**src/shared/trace_clock_cfg.svh**
```systemverilog
// Purpose: Offsets, field positions, reset values and timing counts for the trace front end
// Assumes: 32-bit register port, word offsets
// Notes:   Included by the design and the bench
`ifndef TRACE_CLOCK_CFG_SVH
`define TRACE_CLOCK_CFG_SVH

`define REG_CLOCK_CTRL        8'h00
`define REG_COUNT_CTRL        8'h04
`define REG_ARM_CTRL          8'h08
`define REG_STATUS            8'h0c
`define REG_TAG_VALUE         8'h10
`define REG_SEQ_CTRL          8'h14
`define REG_PATTERN_BASE      8'h20
`define REG_SECONDARY_BASE    8'h40

`define CLK_EDGE_RISE_LSB     0
`define CLK_EDGE_FALL_LSB     5
`define CLK_QUAL_LOW_LSB      10
`define CLK_QUAL_HIGH_LSB     15
`define CLK_USER_BIT          20
`define CLK_BACKGROUND_BIT    21
`define CLK_SPEED_LSB         24

`define CLOCK_CTRL_RESET      32'h0110_0318
`define COUNT_MODE_LSB        0
`define COUNT_CTRL_RESET      32'h0000_0001
`define ARM_SOURCE_BIT        0
`define ARM_CLEAR_BIT         1
`define SEQ_COMPLEX_BIT       0
`define SEQ_TERM_LSB          4

`define TIMEBASE_NS           100
`define CLOCK_PERIOD_NS       50
`define TIMEBASE_CYCLES       ((`TIMEBASE_NS + `CLOCK_PERIOD_NS - 1) / `CLOCK_PERIOD_NS)
`define SLOW_LIMIT_MHZ        16
`define FAST_LIMIT_MHZ        20
`define DEPTH_NO_COUNT        1024
`define DEPTH_WITH_COUNT      512

`endif

```
**src/shared/trace_clock_pkg.sv**
```systemverilog
// Purpose: Types shared by the trace front end
// Assumes: Constants come from trace_clock_cfg.svh
// Notes:   One-hot codes written out
package trace_clock_pkg;

	typedef enum logic [2:0] {
		speed_class_slow      = 3'h1,
		speed_class_fast      = 3'h2,
		speed_class_very_fast = 3'h4
	} speed_class_t;

	typedef enum logic [3:0] {
		count_time  = 4'h1,
		count_expr  = 4'h2,
		count_any   = 4'h4,
		count_none  = 4'h8
	} count_mode_t;

	typedef struct packed {
		logic [31:0] addr;
		logic [31:0] data;
		logic [7:0]  stat;
	} bus_state_t;

	typedef struct packed {
		logic        valid;
		bus_state_t  state;
		logic [15:0] tag;
		logic        tag_valid;
	} trace_word_t;

	typedef struct packed {
		logic [31:0] addr_mask;
		logic [31:0] addr_value;
	} pattern_t;

endpackage

```
**src/trace_clock_and_tag_counter.sv**
```systemverilog
// What this block does
// - Slow class permits state counting or time counting.
// - Fast class permits state counting but refuses time mode.
// - Very fast class forces the counter to none.
// - Shallow variant takes five master clocks; deep variant only three.
// - In the deep variant the three emulator clock edge selections are fixed at reset.
// - Any one enabled master edge clocks a state.
// - Enabled level qualifiers are ORed together.
// - Time mode measures time between stored states.
// - Expression, any and none count modes exist.
// - Deep variant counts only after arm when gated; shallow refuses arm gating.
// - Arm starts false, latches on first rising trigger, stays true until an arm control write sets the clear bit.
// - Arm source selects trigger line one or two.
// - Reset and init select time mode.
// - Each stored state carries the tag value; the counter then clears.
// - Depth is 1024 states without counting, 512 with counting.
// - Simple arrangement uses a global restart; full uses per-term secondaries.
// - A term's secondary only counts while the sequencer sits there.
// - Up to eight pattern comparators build qualifier expressions.
// - Speed classes: slow up to 16 MHz, fast to 20, very fast above.
// - Low qualifier passes edges while its clock is low; high while high.
// - Primary wins when both branches hit together.
// - Secondary before primary count clears the occurrence counter.
//
// Purpose: Master clock qualification, tag counter, arm latch, secondary qualifiers
// Assumes: Bus pins are asynchronous and synchronised here; one system clock
// Notes:   Master clock index 0..4 is J,K,L,M,N
//
// Added by the designer: the strobed register port and the placing of the registers.
`timescale 1ns/10ps
`include "trace_clock_cfg.svh"

module trace_clock_and_tag_counter #(
	parameter int DEEP_VARIANT = 0,
	parameter int TAG_WIDTH    = 16,
	parameter int TERMS        = 8,
	parameter int PATTERNS     = 8
) (
	input  wire logic                         sys_clk_in,
	input  wire logic                         sys_rst_in,
	input  wire logic [4:0]                   master_clk_in,
	input  wire logic                         background_in,
	input  wire trace_clock_pkg::bus_state_t  bus_state_in,
	input  wire logic                         trigger_line_one_in,
	input  wire logic                         trigger_line_two_in,
	input  wire logic [2:0]                   seq_term_in,
	input  wire logic                         primary_hit_in,
	input  wire logic                         primary_done_in,
	input  wire logic [7:0]                   reg_addr_in,
	input  wire logic [31:0]                  reg_wdata_in,
	input  wire logic                         reg_write_in,
	input  wire logic                         reg_read_in,
	output logic [31:0]                       reg_rdata_out,
	output trace_clock_pkg::trace_word_t      trace_word_out,
	output logic                              secondary_hit_out,
	output logic                              primary_clear_out,
	output logic [10:0]                       trace_depth_out
);

	if (TAG_WIDTH < 1 || TAG_WIDTH > 16 || TERMS != 8 ||
			PATTERNS < 1 || PATTERNS > 8) begin : g_check
		$error("Unsupported parameters");
	end

	localparam logic [4:0] EMU_CLOCKS = 5'h1c;
	localparam int TB_CYC = `TIMEBASE_CYCLES;

	function automatic logic pattern_match(input trace_clock_pkg::pattern_t p,
			input logic [31:0] a);
		pattern_match = ((a & p.addr_mask) == (p.addr_value & p.addr_mask));
	endfunction

	logic [4:0]  clk_s1_q, clk_s2_q, clk_s3_q;
	logic        bg_s1_q, bg_s2_q, t1_s1_q, t1_s2_q, t2_s1_q, t2_s2_q;
	trace_clock_pkg::bus_state_t bus_s1_q, bus_s2_q;
	logic [31:0] clock_ctrl_q;
	trace_clock_pkg::count_mode_t mode_q;
	logic        arm_gate_q, arm_src_q, arm_q, trig_prev_q, complex_q;
	logic [PATTERNS-1:0] expr_sel_q;
	trace_clock_pkg::pattern_t pattern_q [PATTERNS];
	logic [PATTERNS-1:0] secondary_q [TERMS];
	logic [TAG_WIDTH-1:0] tag_q;
	logic [3:0]  tb_cnt_q;
	trace_clock_pkg::speed_class_t speed;
	logic [4:0]  lanes, rise_en, fall_en, low_en, high_en;
	logic        edge_hit, qual_ok, store, tb_tick, trig_sel;
	logic [PATTERNS-1:0] hits;
	logic        counting, count_event, armed_ok;
	logic [31:0] rdata_d;

	// Pin inputs pass two flops; third stage only for edge history
	always_ff @(posedge sys_clk_in) begin
		clk_s1_q <= master_clk_in;
		clk_s2_q <= clk_s1_q;
		clk_s3_q <= clk_s2_q;
		bg_s1_q  <= background_in;
		bg_s2_q  <= bg_s1_q;
		t1_s1_q  <= trigger_line_one_in;
		t1_s2_q  <= t1_s1_q;
		t2_s1_q  <= trigger_line_two_in;
		t2_s2_q  <= t2_s1_q;
		bus_s1_q <= bus_state_in;
		bus_s2_q <= bus_s1_q;
	end

	assign lanes   = DEEP_VARIANT != 0 ? EMU_CLOCKS : 5'h1f;
	assign rise_en = clock_ctrl_q[`CLK_EDGE_RISE_LSB +: 5] & lanes;
	assign fall_en = clock_ctrl_q[`CLK_EDGE_FALL_LSB +: 5] & lanes;
	assign low_en  = clock_ctrl_q[`CLK_QUAL_LOW_LSB +: 5] & lanes;
	assign high_en = clock_ctrl_q[`CLK_QUAL_HIGH_LSB +: 5] & lanes;
	assign speed   = trace_clock_pkg::speed_class_t'(clock_ctrl_q[`CLK_SPEED_LSB +: 3]);

	// Any enabled edge clocks a state
	assign edge_hit = |((clk_s2_q & ~clk_s3_q & rise_en) | (~clk_s2_q & clk_s3_q & fall_en));
	// Level qualifiers ORed with user and background qualifiers
	assign qual_ok = |(~clk_s2_q & low_en) | |(clk_s2_q & high_en)
		| (clock_ctrl_q[`CLK_USER_BIT] & ~bg_s2_q)
		| (clock_ctrl_q[`CLK_BACKGROUND_BIT] & bg_s2_q);
	assign store = edge_hit & qual_ok;

	// Patterns and expression select
	always_comb begin
		for (int i = 0; i < PATTERNS; i++)
			hits[i] = pattern_match(pattern_q[i], bus_s2_q.addr);
	end

	// Simple arrangement uses term 0 entry as a global restart
	assign secondary_hit_out = complex_q ? |(secondary_q[seq_term_in] & hits)
		: |(secondary_q[0] & hits);
	// Clear occurrence only when secondary taken and primary not
	assign primary_clear_out = store & secondary_hit_out & ~primary_hit_in
		& ~primary_done_in;

	assign trig_sel = arm_src_q ? t2_s2_q : t1_s2_q;
	always_ff @(posedge sys_clk_in) begin
		if (sys_rst_in) begin
			arm_q       <= 1'b0;
			trig_prev_q <= 1'b1;
		end else begin
			trig_prev_q <= trig_sel;
			if (reg_write_in && reg_addr_in == `REG_ARM_CTRL && reg_wdata_in[`ARM_CLEAR_BIT])
				arm_q <= 1'b0;
			else if (trig_sel && !trig_prev_q)
				arm_q <= 1'b1;
		end
	end

	always_ff @(posedge sys_clk_in) begin
		if (sys_rst_in)
			tb_cnt_q <= 4'h0;
		else if (tb_tick)
			tb_cnt_q <= 4'h0;
		else
			tb_cnt_q <= tb_cnt_q + 4'h1;
	end
	assign tb_tick = (tb_cnt_q == 4'(TB_CYC - 1));

	assign armed_ok = !arm_gate_q || arm_q;
	always_comb begin
		count_event = 1'b0;
		unique case (mode_q)
			trace_clock_pkg::count_time: count_event = tb_tick;
			trace_clock_pkg::count_expr: count_event = store & |(hits & expr_sel_q);
			trace_clock_pkg::count_any:  count_event = store;
			trace_clock_pkg::count_none: count_event = 1'b0;
			default:                     count_event = 1'b0;
		endcase
	end
	assign counting = mode_q != trace_clock_pkg::count_none;

	always_ff @(posedge sys_clk_in) begin
		if (sys_rst_in)
			tag_q <= '0;
		else if (store)
			tag_q <= '0;
		else if (count_event && armed_ok && tag_q != '1)
			tag_q <= tag_q + 1'b1;
	end

	always_ff @(posedge sys_clk_in) begin
		if (sys_rst_in) begin
			trace_word_out <= '0;
		end else begin
			trace_word_out.valid     <= store;
			trace_word_out.tag_valid <= store & counting;
			if (store) begin
				trace_word_out.state <= bus_s2_q;
				trace_word_out.tag   <= 16'(tag_q);
			end
		end
	end

	always_ff @(posedge sys_clk_in) begin
		if (sys_rst_in)
			trace_depth_out <= 11'(`DEPTH_WITH_COUNT);
		else
			trace_depth_out <= counting ? 11'(`DEPTH_WITH_COUNT) : 11'(`DEPTH_NO_COUNT);
	end

	// Clock control; deep variant keeps emulator edges at reset values
	always_ff @(posedge sys_clk_in) begin
		if (sys_rst_in) begin
			clock_ctrl_q <= `CLOCK_CTRL_RESET;
			clock_ctrl_q[`CLK_SPEED_LSB +: 3] <= speed_class_slow_code();
		end else if (reg_write_in && reg_addr_in == `REG_CLOCK_CTRL) begin
			clock_ctrl_q <= reg_wdata_in;
			if (DEEP_VARIANT != 0) begin
				clock_ctrl_q[`CLK_EDGE_RISE_LSB +: 5] <= 5'(`CLOCK_CTRL_RESET >> `CLK_EDGE_RISE_LSB);
				clock_ctrl_q[`CLK_EDGE_FALL_LSB +: 5] <= 5'(`CLOCK_CTRL_RESET >> `CLK_EDGE_FALL_LSB);
			end
			if (!(reg_wdata_in[`CLK_SPEED_LSB +: 3] inside {3'h1, 3'h2, 3'h4}))
				clock_ctrl_q[`CLK_SPEED_LSB +: 3] <= 3'h1;
		end
	end

	function automatic logic [2:0] speed_class_slow_code();
		speed_class_slow_code = 3'h1;
	endfunction

	// Count mode legality depends on speed class
	always_ff @(posedge sys_clk_in) begin
		if (sys_rst_in) begin
			mode_q     <= trace_clock_pkg::count_time;
			arm_gate_q <= 1'b0;
			expr_sel_q <= '0;
		end else if (speed == trace_clock_pkg::speed_class_very_fast) begin
			mode_q <= trace_clock_pkg::count_none;
		end else if (speed == trace_clock_pkg::speed_class_fast &&
				mode_q == trace_clock_pkg::count_time) begin
			mode_q <= trace_clock_pkg::count_none;
		end else if (reg_write_in && reg_addr_in == `REG_COUNT_CTRL) begin
			if (reg_wdata_in[3:0] inside {4'h1, 4'h2, 4'h4, 4'h8} &&
					!(reg_wdata_in[3:0] == 4'h1 && speed != trace_clock_pkg::speed_class_slow))
				mode_q <= trace_clock_pkg::count_mode_t'(reg_wdata_in[3:0]);
			arm_gate_q <= reg_wdata_in[8] && DEEP_VARIANT != 0;
			expr_sel_q <= reg_wdata_in[16 +: PATTERNS];
		end
	end

	always_ff @(posedge sys_clk_in) begin
		if (sys_rst_in) begin
			arm_src_q <= 1'b0;
			complex_q <= 1'b0;
		end else if (reg_write_in && reg_addr_in == `REG_ARM_CTRL) begin
			arm_src_q <= reg_wdata_in[`ARM_SOURCE_BIT];
		end else if (reg_write_in && reg_addr_in == `REG_SEQ_CTRL) begin
			complex_q <= reg_wdata_in[`SEQ_COMPLEX_BIT];
		end
	end

	// Patterns at 0x20 + 8*i (mask, value); secondaries at 0x40 + 4*t, reset to never
	always_ff @(posedge sys_clk_in) begin
		if (sys_rst_in) begin
			for (int i = 0; i < PATTERNS; i++)
				pattern_q[i] <= '0;
			for (int t = 0; t < TERMS; t++)
				secondary_q[t] <= '0;
		end else if (reg_write_in) begin
			for (int i = 0; i < PATTERNS; i++) begin
				if (reg_addr_in == 8'(`REG_PATTERN_BASE + 8 * i))
					pattern_q[i].addr_mask <= reg_wdata_in;
				if (reg_addr_in == 8'(`REG_PATTERN_BASE + 8 * i + 4))
					pattern_q[i].addr_value <= reg_wdata_in;
			end
			for (int t = 0; t < TERMS; t++)
				if (reg_addr_in == 8'(`REG_SECONDARY_BASE + 4 * t))
					secondary_q[t] <= reg_wdata_in[PATTERNS-1:0];
		end
	end

	always_comb begin
		rdata_d = 32'h0;
		if (reg_addr_in == `REG_CLOCK_CTRL)
			rdata_d = clock_ctrl_q;
		else if (reg_addr_in == `REG_COUNT_CTRL)
			rdata_d = {8'h0, 8'(expr_sel_q), 7'h0, arm_gate_q, 4'h0, mode_q};
		else if (reg_addr_in == `REG_ARM_CTRL)
			rdata_d = {31'h0, arm_src_q};
		else if (reg_addr_in == `REG_STATUS)
			rdata_d = {28'h0, DEEP_VARIANT != 0, trig_sel, counting, arm_q};
		else if (reg_addr_in == `REG_TAG_VALUE)
			rdata_d = 32'(tag_q);
		else if (reg_addr_in == `REG_SEQ_CTRL)
			rdata_d = {25'h0, seq_term_in, 3'h0, complex_q};
		for (int i = 0; i < PATTERNS; i++) begin
			if (reg_addr_in == 8'(`REG_PATTERN_BASE + 8 * i))
				rdata_d = pattern_q[i].addr_mask;
			if (reg_addr_in == 8'(`REG_PATTERN_BASE + 8 * i + 4))
				rdata_d = pattern_q[i].addr_value;
		end
		for (int t = 0; t < TERMS; t++)
			if (reg_addr_in == 8'(`REG_SECONDARY_BASE + 4 * t))
				rdata_d = 32'(secondary_q[t]);
	end

	always_ff @(posedge sys_clk_in) begin
		if (sys_rst_in)
			reg_rdata_out <= 32'h0;
		else if (reg_read_in)
			reg_rdata_out <= rdata_d;
	end

	a_tag_clears: assert property (@(posedge sys_clk_in) disable iff (sys_rst_in)
		store |=> tag_q == '0)
		else $error("Tag not cleared after store");
	a_very_fast_none: assert property (@(posedge sys_clk_in) disable iff (sys_rst_in)
		speed == trace_clock_pkg::speed_class_very_fast |=> mode_q == trace_clock_pkg::count_none)
		else $error("Very fast class still counting");
	a_fast_no_time: assert property (@(posedge sys_clk_in) disable iff (sys_rst_in)
		speed == trace_clock_pkg::speed_class_fast |=> mode_q != trace_clock_pkg::count_time)
		else $error("Fast class in time mode");
	a_arm_sticky: assert property (@(posedge sys_clk_in) disable iff (sys_rst_in)
		arm_q && !(reg_write_in && reg_addr_in == `REG_ARM_CTRL) |=> arm_q)
		else $error("Arm dropped");
	a_arm_gating: assert property (@(posedge sys_clk_in) disable iff (sys_rst_in)
		arm_gate_q && !arm_q && !store |=> tag_q == $past(tag_q))
		else $error("Counted before arm");
	a_store_word: assert property (@(posedge sys_clk_in) disable iff (sys_rst_in)
		store |=> trace_word_out.valid && trace_word_out.tag == 16'($past(tag_q)))
		else $error("Stored tag wrong");
	a_depth_mode: assert property (@(posedge sys_clk_in) disable iff (sys_rst_in)
		!counting [*2] |-> trace_depth_out == 11'(`DEPTH_NO_COUNT))
		else $error("Depth wrong");
	a_primary_wins: assert property (@(posedge sys_clk_in) disable iff (sys_rst_in)
		primary_hit_in |-> !primary_clear_out)
		else $error("Cleared on primary");
	a_shallow_no_arm: assert property (@(posedge sys_clk_in) disable iff (sys_rst_in)
		DEEP_VARIANT == 0 |-> !arm_gate_q)
		else $error("Shallow arm gating");
	a_time_tick: assert property (@(posedge sys_clk_in) disable iff (sys_rst_in)
		mode_q == trace_clock_pkg::count_time && tb_tick && armed_ok && !store && tag_q != '1
		|=> tag_q == $past(tag_q) + 1'b1)
		else $error("Time tick not counted");
	a_depth_count: assert property (@(posedge sys_clk_in) disable iff (sys_rst_in)
		counting [*2] |-> trace_depth_out == 11'(`DEPTH_WITH_COUNT))
		else $error("Depth wrong while counting");

	c_store_seen:  cover property (@(posedge sys_clk_in) disable iff (sys_rst_in) store);
	c_arm_latch:   cover property (@(posedge sys_clk_in) disable iff (sys_rst_in) $rose(arm_q));
	c_secondary:   cover property (@(posedge sys_clk_in) disable iff (sys_rst_in) primary_clear_out);
	c_both_branch: cover property (@(posedge sys_clk_in) disable iff (sys_rst_in)
		store && secondary_hit_out && primary_hit_in);
	c_time_tag:    cover property (@(posedge sys_clk_in) disable iff (sys_rst_in)
		store && mode_q == trace_clock_pkg::count_time && tag_q != '0);

endmodule

```
**config.mk**
```make
export PLATFORM = sky130hd
export DESIGN_NAME = trace_clock_and_tag_counter
export DESIGN_NICKNAME = d
export VERILOG_FILES = /design/src/shared/trace_clock_pkg.sv /design/src/trace_clock_and_tag_counter.sv
export VERILOG_INCLUDE_DIRS = /design/src /design/src/shared
export SDC_FILE = /design/constraint.sdc
export NUM_CORES = 1
export LEC_CHECK = 0
export BUFFER_PORTS_ARGS = -buffer_cell sky130_fd_sc_hd__buf_2
export CORE_ASPECT_RATIO = 1.1
export CORE_UTILIZATION = 30
export CTS_CLUSTER_DIAMETER = 80
export CTS_CLUSTER_SIZE = 16
export DETAILED_ROUTE_END_ITERATION = 10
export PLACE_DENSITY = 0.55
export SYNTH_ARGS = -nofsm -noshare
export SYNTH_HDL_FRONTEND = slang
export SYNTH_SLANG_ARGS = --single-unit
```
**constraint.sdc**
```tcl
create_clock -name sys_clk_in -period 3.2 [get_ports sys_clk_in]
set_clock_uncertainty 0.2 [all_clocks]
set_input_delay 0 -clock sys_clk_in [delete_from_list [all_inputs] [get_ports sys_clk_in]]
set_output_delay 0 -clock sys_clk_in [all_outputs]
set_load 0.03 [all_outputs]
```
# After elaboration in Yosys (flattened, before gate mapping)
# Memories as Yosys holds them, arrays and structs flattened.
# Cells that the tools add are included.
[op_classes]
addsub = 2
eq_ne = 45
mux = 121
n_bitwise = 69
reduce_logical = 31
[ops]
columns = ["op", "n"]
rows = [
  ["$mux 32", 34],
  ["$and 32x32->32", 16],
  ["$eq 32x32->1", 8],
  ["$mux 1", 68],
  ["$eq 8x6->1 const B", 8],
  ["$eq 8x7->1 const B", 8],
  ["$mux 8", 8],
  ["$mux 16", 3],
  ["$and 5x5->5", 6],
  ["$or 1x1->1", 27],
  ["$and 8x8->8", 3],
  ["$reduce_or 8->1", 3],
  ["$add 16x1->16 const B", 1],
  ["$eq 8x4->1 const B", 2],
  ["$eq 8x5->1 const B", 2],
  ["$mux 4", 4],
  ["$ne 16x16->1 const B", 1],
  ["$reduce_or 5->1", 3],
  ["$eq 4x1->1 const B", 3],
  ["$mux 11", 1],
  ["$logic_and 1x1->1", 10],
  ["$not 5->5", 2],
  ["$reduce_bool 3->1", 3],
  ["$and 1x1->1", 8],
  ["22 further kinds", 36],
]
[totals]
reg_bits = 366
ram_bits = 576
in_bits = 129
out_inout_bits = 135
word_cells = 303
mem_count = 2
[mem_list]
columns = ["memory", "depth", "word_bits", "rd", "rd_clocked_by_memory_dff", "write_ports", "line_no", "source"]
rows = [
  ["pattern_q", 8, 64, 8, 0, 8, "trace_clock_and_tag_counter.sv:80", "trace_clock_pkg::pattern_t pattern_q [PATTERNS];"],
  ["secondary_q", 8, 8, 9, 0, 8, "trace_clock_and_tag_counter.sv:81", "logic [PATTERNS-1:0] secondary_q [TERMS];"],
]

# Longest topological paths before layout
[logic_depth]
depth_word = 23
depth_mapped = 13

# Least setup slack after synthesis
# No wires, ideal clock.
[synth_path]
kind = "in2reg"
startpoint = "input port reg_addr_in[1]"
endpoint = "memory pattern_q[0][224] (netlist name) (enable)"
setup_time_ns = 0.394
arrival_ns = 2.545
setup_slack_ns = 0.061
cell_stages = 8
n_path_buf = 4
path_cell_list = "clkbuf_1 -> or4b_1 -> clkbuf_1 -> nor2_1 -> clkbuf_1 -> clkbuf_1 -> nand2_1 -> nand2b_1"
[synth_lines]
columns = ["item", "line_no", "source"]
rows = [
  ["start: declaration", "trace_clock_and_tag_counter.sv:49", "input wire logic [7:0] reg_addr_in,"],
  ["end: declaration", "trace_clock_and_tag_counter.sv:80", ""],
]

# Worst setup path after layout
[layout_path]
startpoint = "register bus_s2_q[55] (netlist name)"
endpoint = "output port primary_clear_out"
[layout_between]
elab_chain_len = 8
elab_cells_between_ends = 24
cone_classes = "eq/ne (8); mux (1); bitwise (13); reduce/logical (2)"
[layout_lines]
columns = ["item", "line_no", "source"]
rows = [
  ["start: declaration", "trace_clock_and_tag_counter.sv:75", "trace_clock_pkg::bus_state_t bus_s1_q, bus_s2_q;"],
  ["start signal: assignment", "trace_clock_and_tag_counter.sv:103", "bus_s2_q <= bus_s1_q;"],
  ["$and 32x32->32", "trace_clock_and_tag_counter.sv:70", "pattern_match = ((a & p.addr_mask) == (p.addr_value & p.addr_mask));"],
  ["$eq 32x32->1", "trace_clock_and_tag_counter.sv:70", ""],
  ["$and 8x8->8 (on tied branches)", "trace_clock_and_tag_counter.sv:129, trace_clock_and_tag_counter.sv:128", ""],
  ["$reduce_or 8->1 (on tied branches)", "trace_clock_and_tag_counter.sv:129, trace_clock_and_tag_counter.sv:128", ""],
  ["$mux 1 (*)", "trace_clock_and_tag_counter.sv:128", "assign secondary_hit_out = complex_q ? |(secondary_q[seq_term_in] & hits)"],
  ["$and 1x1->1 (*) (2 in a row)", "trace_clock_and_tag_counter.sv:131", "assign primary_clear_out = store & secondary_hit_out & ~primary_hit_in"],
  ["$and 1x1->1 (*)", "trace_clock_and_tag_counter.sv:132", "& ~primary_done_in;"],
  ["end: declaration", "trace_clock_and_tag_counter.sv:56", "output logic primary_clear_out,"],
]
# Every way passes the cells marked *; elsewhere a longest branch is shown, timed or not.

==> qor.yml <==
clock-root-buffer: "clkbuf_16"
wl_per_cell_um: 27.31
yosysTopAreaCellShare: 0.4400
min_path_cells: 6
critical_path.slowest_cell: "nor4_4"
netlist_top_cells_count: "nor2_1 (616), edfxtp_1 (528), dfxtp_1 (357)"
route.final.wire_length_um: 146400
flip_flop_cell_with_the_highest_count_after_synthesis: "edfxtp_1"
post_dp_cell_area_mm2: 0.04103
sequential_area_share_after_synthesis: 0.6383
r2r_end: "tag_q[11]"
asyncSetResetFlopFracSynth: 0
insertion_delay_ps: 670
vias: 28600
cts_tree: "built"
stdcell_count: 5363
drt_iter0_drc: 3946
num_rows: 133
final_max_slew_viol_count: 0
area_delta_synth_final_pct: 28.73
crit_path_end_kind: "output port"
post-synth-top-count-cell: "nor2_1"
finalCriticalPeriod_ps: 3709
timing.hold.worst.start: "reg_addr_in[6]"
dieHeight_um: 365.5
slew_worst_pin_ps: 1055
yosys.cell_types.count: 69
postRouteAntennaNets: 0
hold_viol_final: 1
grt_start_max_net_pins: 70
reg2reg_slack_ps: -340
global_route.overflow_total: 0
rsz_0062_raised_after_global_routing: "yes"
arrival_worst_endpoint_ps: 3510
failed_checks: "negative hold slack, negative setup slack"
p_seq_frac: 0.532
initial_utilization: 0.3020
horiz_die_dim_um: 332.5
worst_setup_path_start_kind: "flop"
report.power.total_mw: 24.58
worst_hold_path.endpoint: "arm_src_q"
crit-reg2reg-launch: "bus_s2_q[47]"
synth_top_area_cell: "edfxtp_1"
netlist_instances: 3065
ys_warn_count: 0
timing.max_cap.violations: 0
post-dp-hpwl_um: 105700
power-per-cell-area_mw_per_mm2: 529.8
wire_length_of_the_first_global_routing_pass_um: 203800
cts_num_sinks: 885
num-fill-cells: 11430
synth_seq_cells: 885
crit_chain: "buf_12, buf_8, xor2_2, a22oi_1, nand4_1, nor4_4, buf_4, a22oi_2, nand3_1, o211ai_1, a31oi_1, buf_4, and3_4, buf_6"
p_leak_nw: 17.71
hold_class: "in2reg"
firstDrtPassIters: 9
cts.reportedPaths.clkPinSlew_ps: 70
finish.instance_area_mm2: 0.04639
cts_max_path_buffers: 3
cts-htree-levels: 3
drt-vias-per-instance: 5.333
cts_made_buffers: 72
synth.cell_area_mm2: 0.03604
net_switching_power_figure_mw: 6.413
core-area_mm2: 0.1193
antenna_found_initial: 11
cp_common_cell: "buf_4"
fin_tns_setup_ps: -4344
max_rail_drop_vdd_uv: 407.7
hold-worst-slack_ps: -39.86
slew_headroom: 0.2968
post-route-worst-setup-slack_ps: -509.3
cpLargestDelayFamily: "simple AND/OR/NAND/NOR gates"
design.portCount: 264
setup_viol: 17
grt_pass1_vias: 27070
ratio_of_final_minimum_period_to_clock_period: 1.159
track_usage: 0.2349
postSynthAreaPerCell_um2: 11.76
p_int_mw: 18.17
critical_path_class: "reg2out"
crit_buf_inv: 5
achievable-frequency_mhz: 269.6
drcViolationCount: 0
design.die.area_mm2: 0.1215
synth-edff-count: 528
globalplace.congestion: 0.9815
netSwitchingFraction: 0.2609
placed_cells: 4971
num-nets-final: 3891
comb_power_share: 0.109
status: "complete, but fails checks"
yosys-top-cells-area: "edfxtp_1 (44%), dfxtp_1 (20%), nor2_1 (6.4%), xor2_1 (6.3%), a22oi_1 (3.9%)"
cp_data_required_time_ps: 3000
cp_slowest_stage_delay_ps: 390
clkPwrFrac: 0.359
cell_count_of_the_worst_reg_to_reg_path: 16
final_layout_size_suffix_gt1_frac: 0.2115
timing.critical_path.fanout_max: 5
portBuffers: 254
area by class of cell:
cell class	instances	area, µm²	share of cell area
Antenna cell	5	12.51	0.0002697
Clock buffer	103	1918	0.04134
Clock inverter	18	249.0	0.005367
Inverter	38	142.6	0.003075
Multi-Input combinational cell	1932	12260	0.2642
Sequential cell	885	23040	0.4965
Tap cell	1552	1942	0.04186
Timing Repair Buffer	830	6837	0.1474
cells by family after synthesis:
| family | after synthesis | synth area share |
|---|---|---|
| muxes | 144 | 0.04225 |
| buffers and inverters | 256 | 0.03336 |
| and+or+nand+nor | 1013 | 0.1239 |
| xor gates and xnor gates | 261 | 0.06343 |
| other | 1 | 0.0001041 |
| adders and majority gates | 3 | 0.001042 |
| DFF | 885 | 0.6383 |
| AOI/OAI and AO/OA | 502 | 0.09766 |
worst register-to-register path, delay by kind of cell, from the launching register on:
| kind | cells | cell delay, ps |
|---|---|---|
| buffers and inverters | 7 | 1000 |
| flip-flops | 1 | 340 |
| XOR/XNOR | 1 | 180 |
| AO/OA/AOI/OAI | 5 | 830 |
| AND/OR/NAND/NOR | 3 | 930 |
state kept, by name, indices dropped and copies added (netlist names), 2 cells and up:
register / cells
tb_cnt_q: 4
clock_ctrl_q: 32
mode_q: 4
expr_sel_q: 8
clk_s1_q: 5
bus_s1_q: 72
reg_rdata_out: 32
bus_s2_q: 72
clk_s3_q: 5
pattern_q: 512
secondary_q: 16
trace_word_out: 90
tag_q: 16
trace_depth_out: 2
clk_s2_q: 5
metrics by stage:
stage            util  hold slack (ps)  setup WS, ps
6_report       0.3888           -39.86        -509.3
5_1_grt        0.3888            8.466        -606.7
4_1_cts        0.3858            6.860        -464.8
3_5_place_dp   0.3439           -96.43        -446.9
3_3_place_gp   0.3439           -98.11        -410.3
2_1_floorplan       -           -172.3         60.81
how the worst max path moves through the flow:
stage	from	to	cells after the start
after floorplan	reg_addr_in[1]	pattern_q[0][224]	8
after detailed placement	bus_s2_q[40]	tag_q[5]	13
after CTS	bus_s2_q[45]	primary_clear_out	14
after global routing	bus_s2_q[43]	primary_clear_out	14
after global placement	bus_s2_q[40]	tag_q[10]	13
final	bus_s2_q[55]	primary_clear_out	14
cell usage in the layout (no fill, tap or decap), types with 24 or more instances in the layout:
| cell | instances |
|---|---|
| nand3_1 | 29 |
| o21ai_0 | 35 |
| edfxtp_1 | 528 |
| xor2_1 | 244 |
| clkbuf_1 | 31 |
| dfxtp_1 | 338 |
| nor2_1 | 609 |
| dlygate4sd3_1 | 244 |
| nand2_1 | 176 |
| a22oi_1 | 166 |
| mux2i_1 | 115 |
| clkbuf_16 | 72 |
| mux2_2 | 25 |
| buf_12 | 38 |
| buf_4 | 271 |
| a221oi_1 | 24 |
| inv_1 | 38 |
| buf_2 | 251 |
| a21oi_1 | 100 |
| nand4_1 | 39 |
| nand2b_1 | 51 |
| a222oi_1 | 25 |
power groups by stage:
stage          Clock, mW  Combinational [mW]  Sequential, mW
4_1_cts             9.00                2.60            13.1
3_3_place_gp           0                2.28            13.3
3_5_place_dp           0                2.28            13.3
6_report            8.82                2.67            13.1
2_1_floorplan          0                1.08            13.3
5_1_grt             9.35                2.78            13.1
layer usage:
metal / wire length, µm / global-route usage / vias to the layer above
li1: - / - / 12310
met1: 57820 / 0.3036 / 14330
met2: 67400 / 0.3781 / 1672
met3: 14420 / 0.04827 / 285
met4: 6772 / 0.1068 / 6
met5: 34 / 0 / -
what timing repair did:
item	4_1_cts	5_1_grt
hold buffers	244	0
endpoints found under the setup margin	18	23
buffers inserted	10	13
endpoints found under the hold margin	462	0
pin swaps	48	36
gates resized for setup	62	53
gates cloned	2	0
Note: power is estimated with default switching activity, not from simulation.
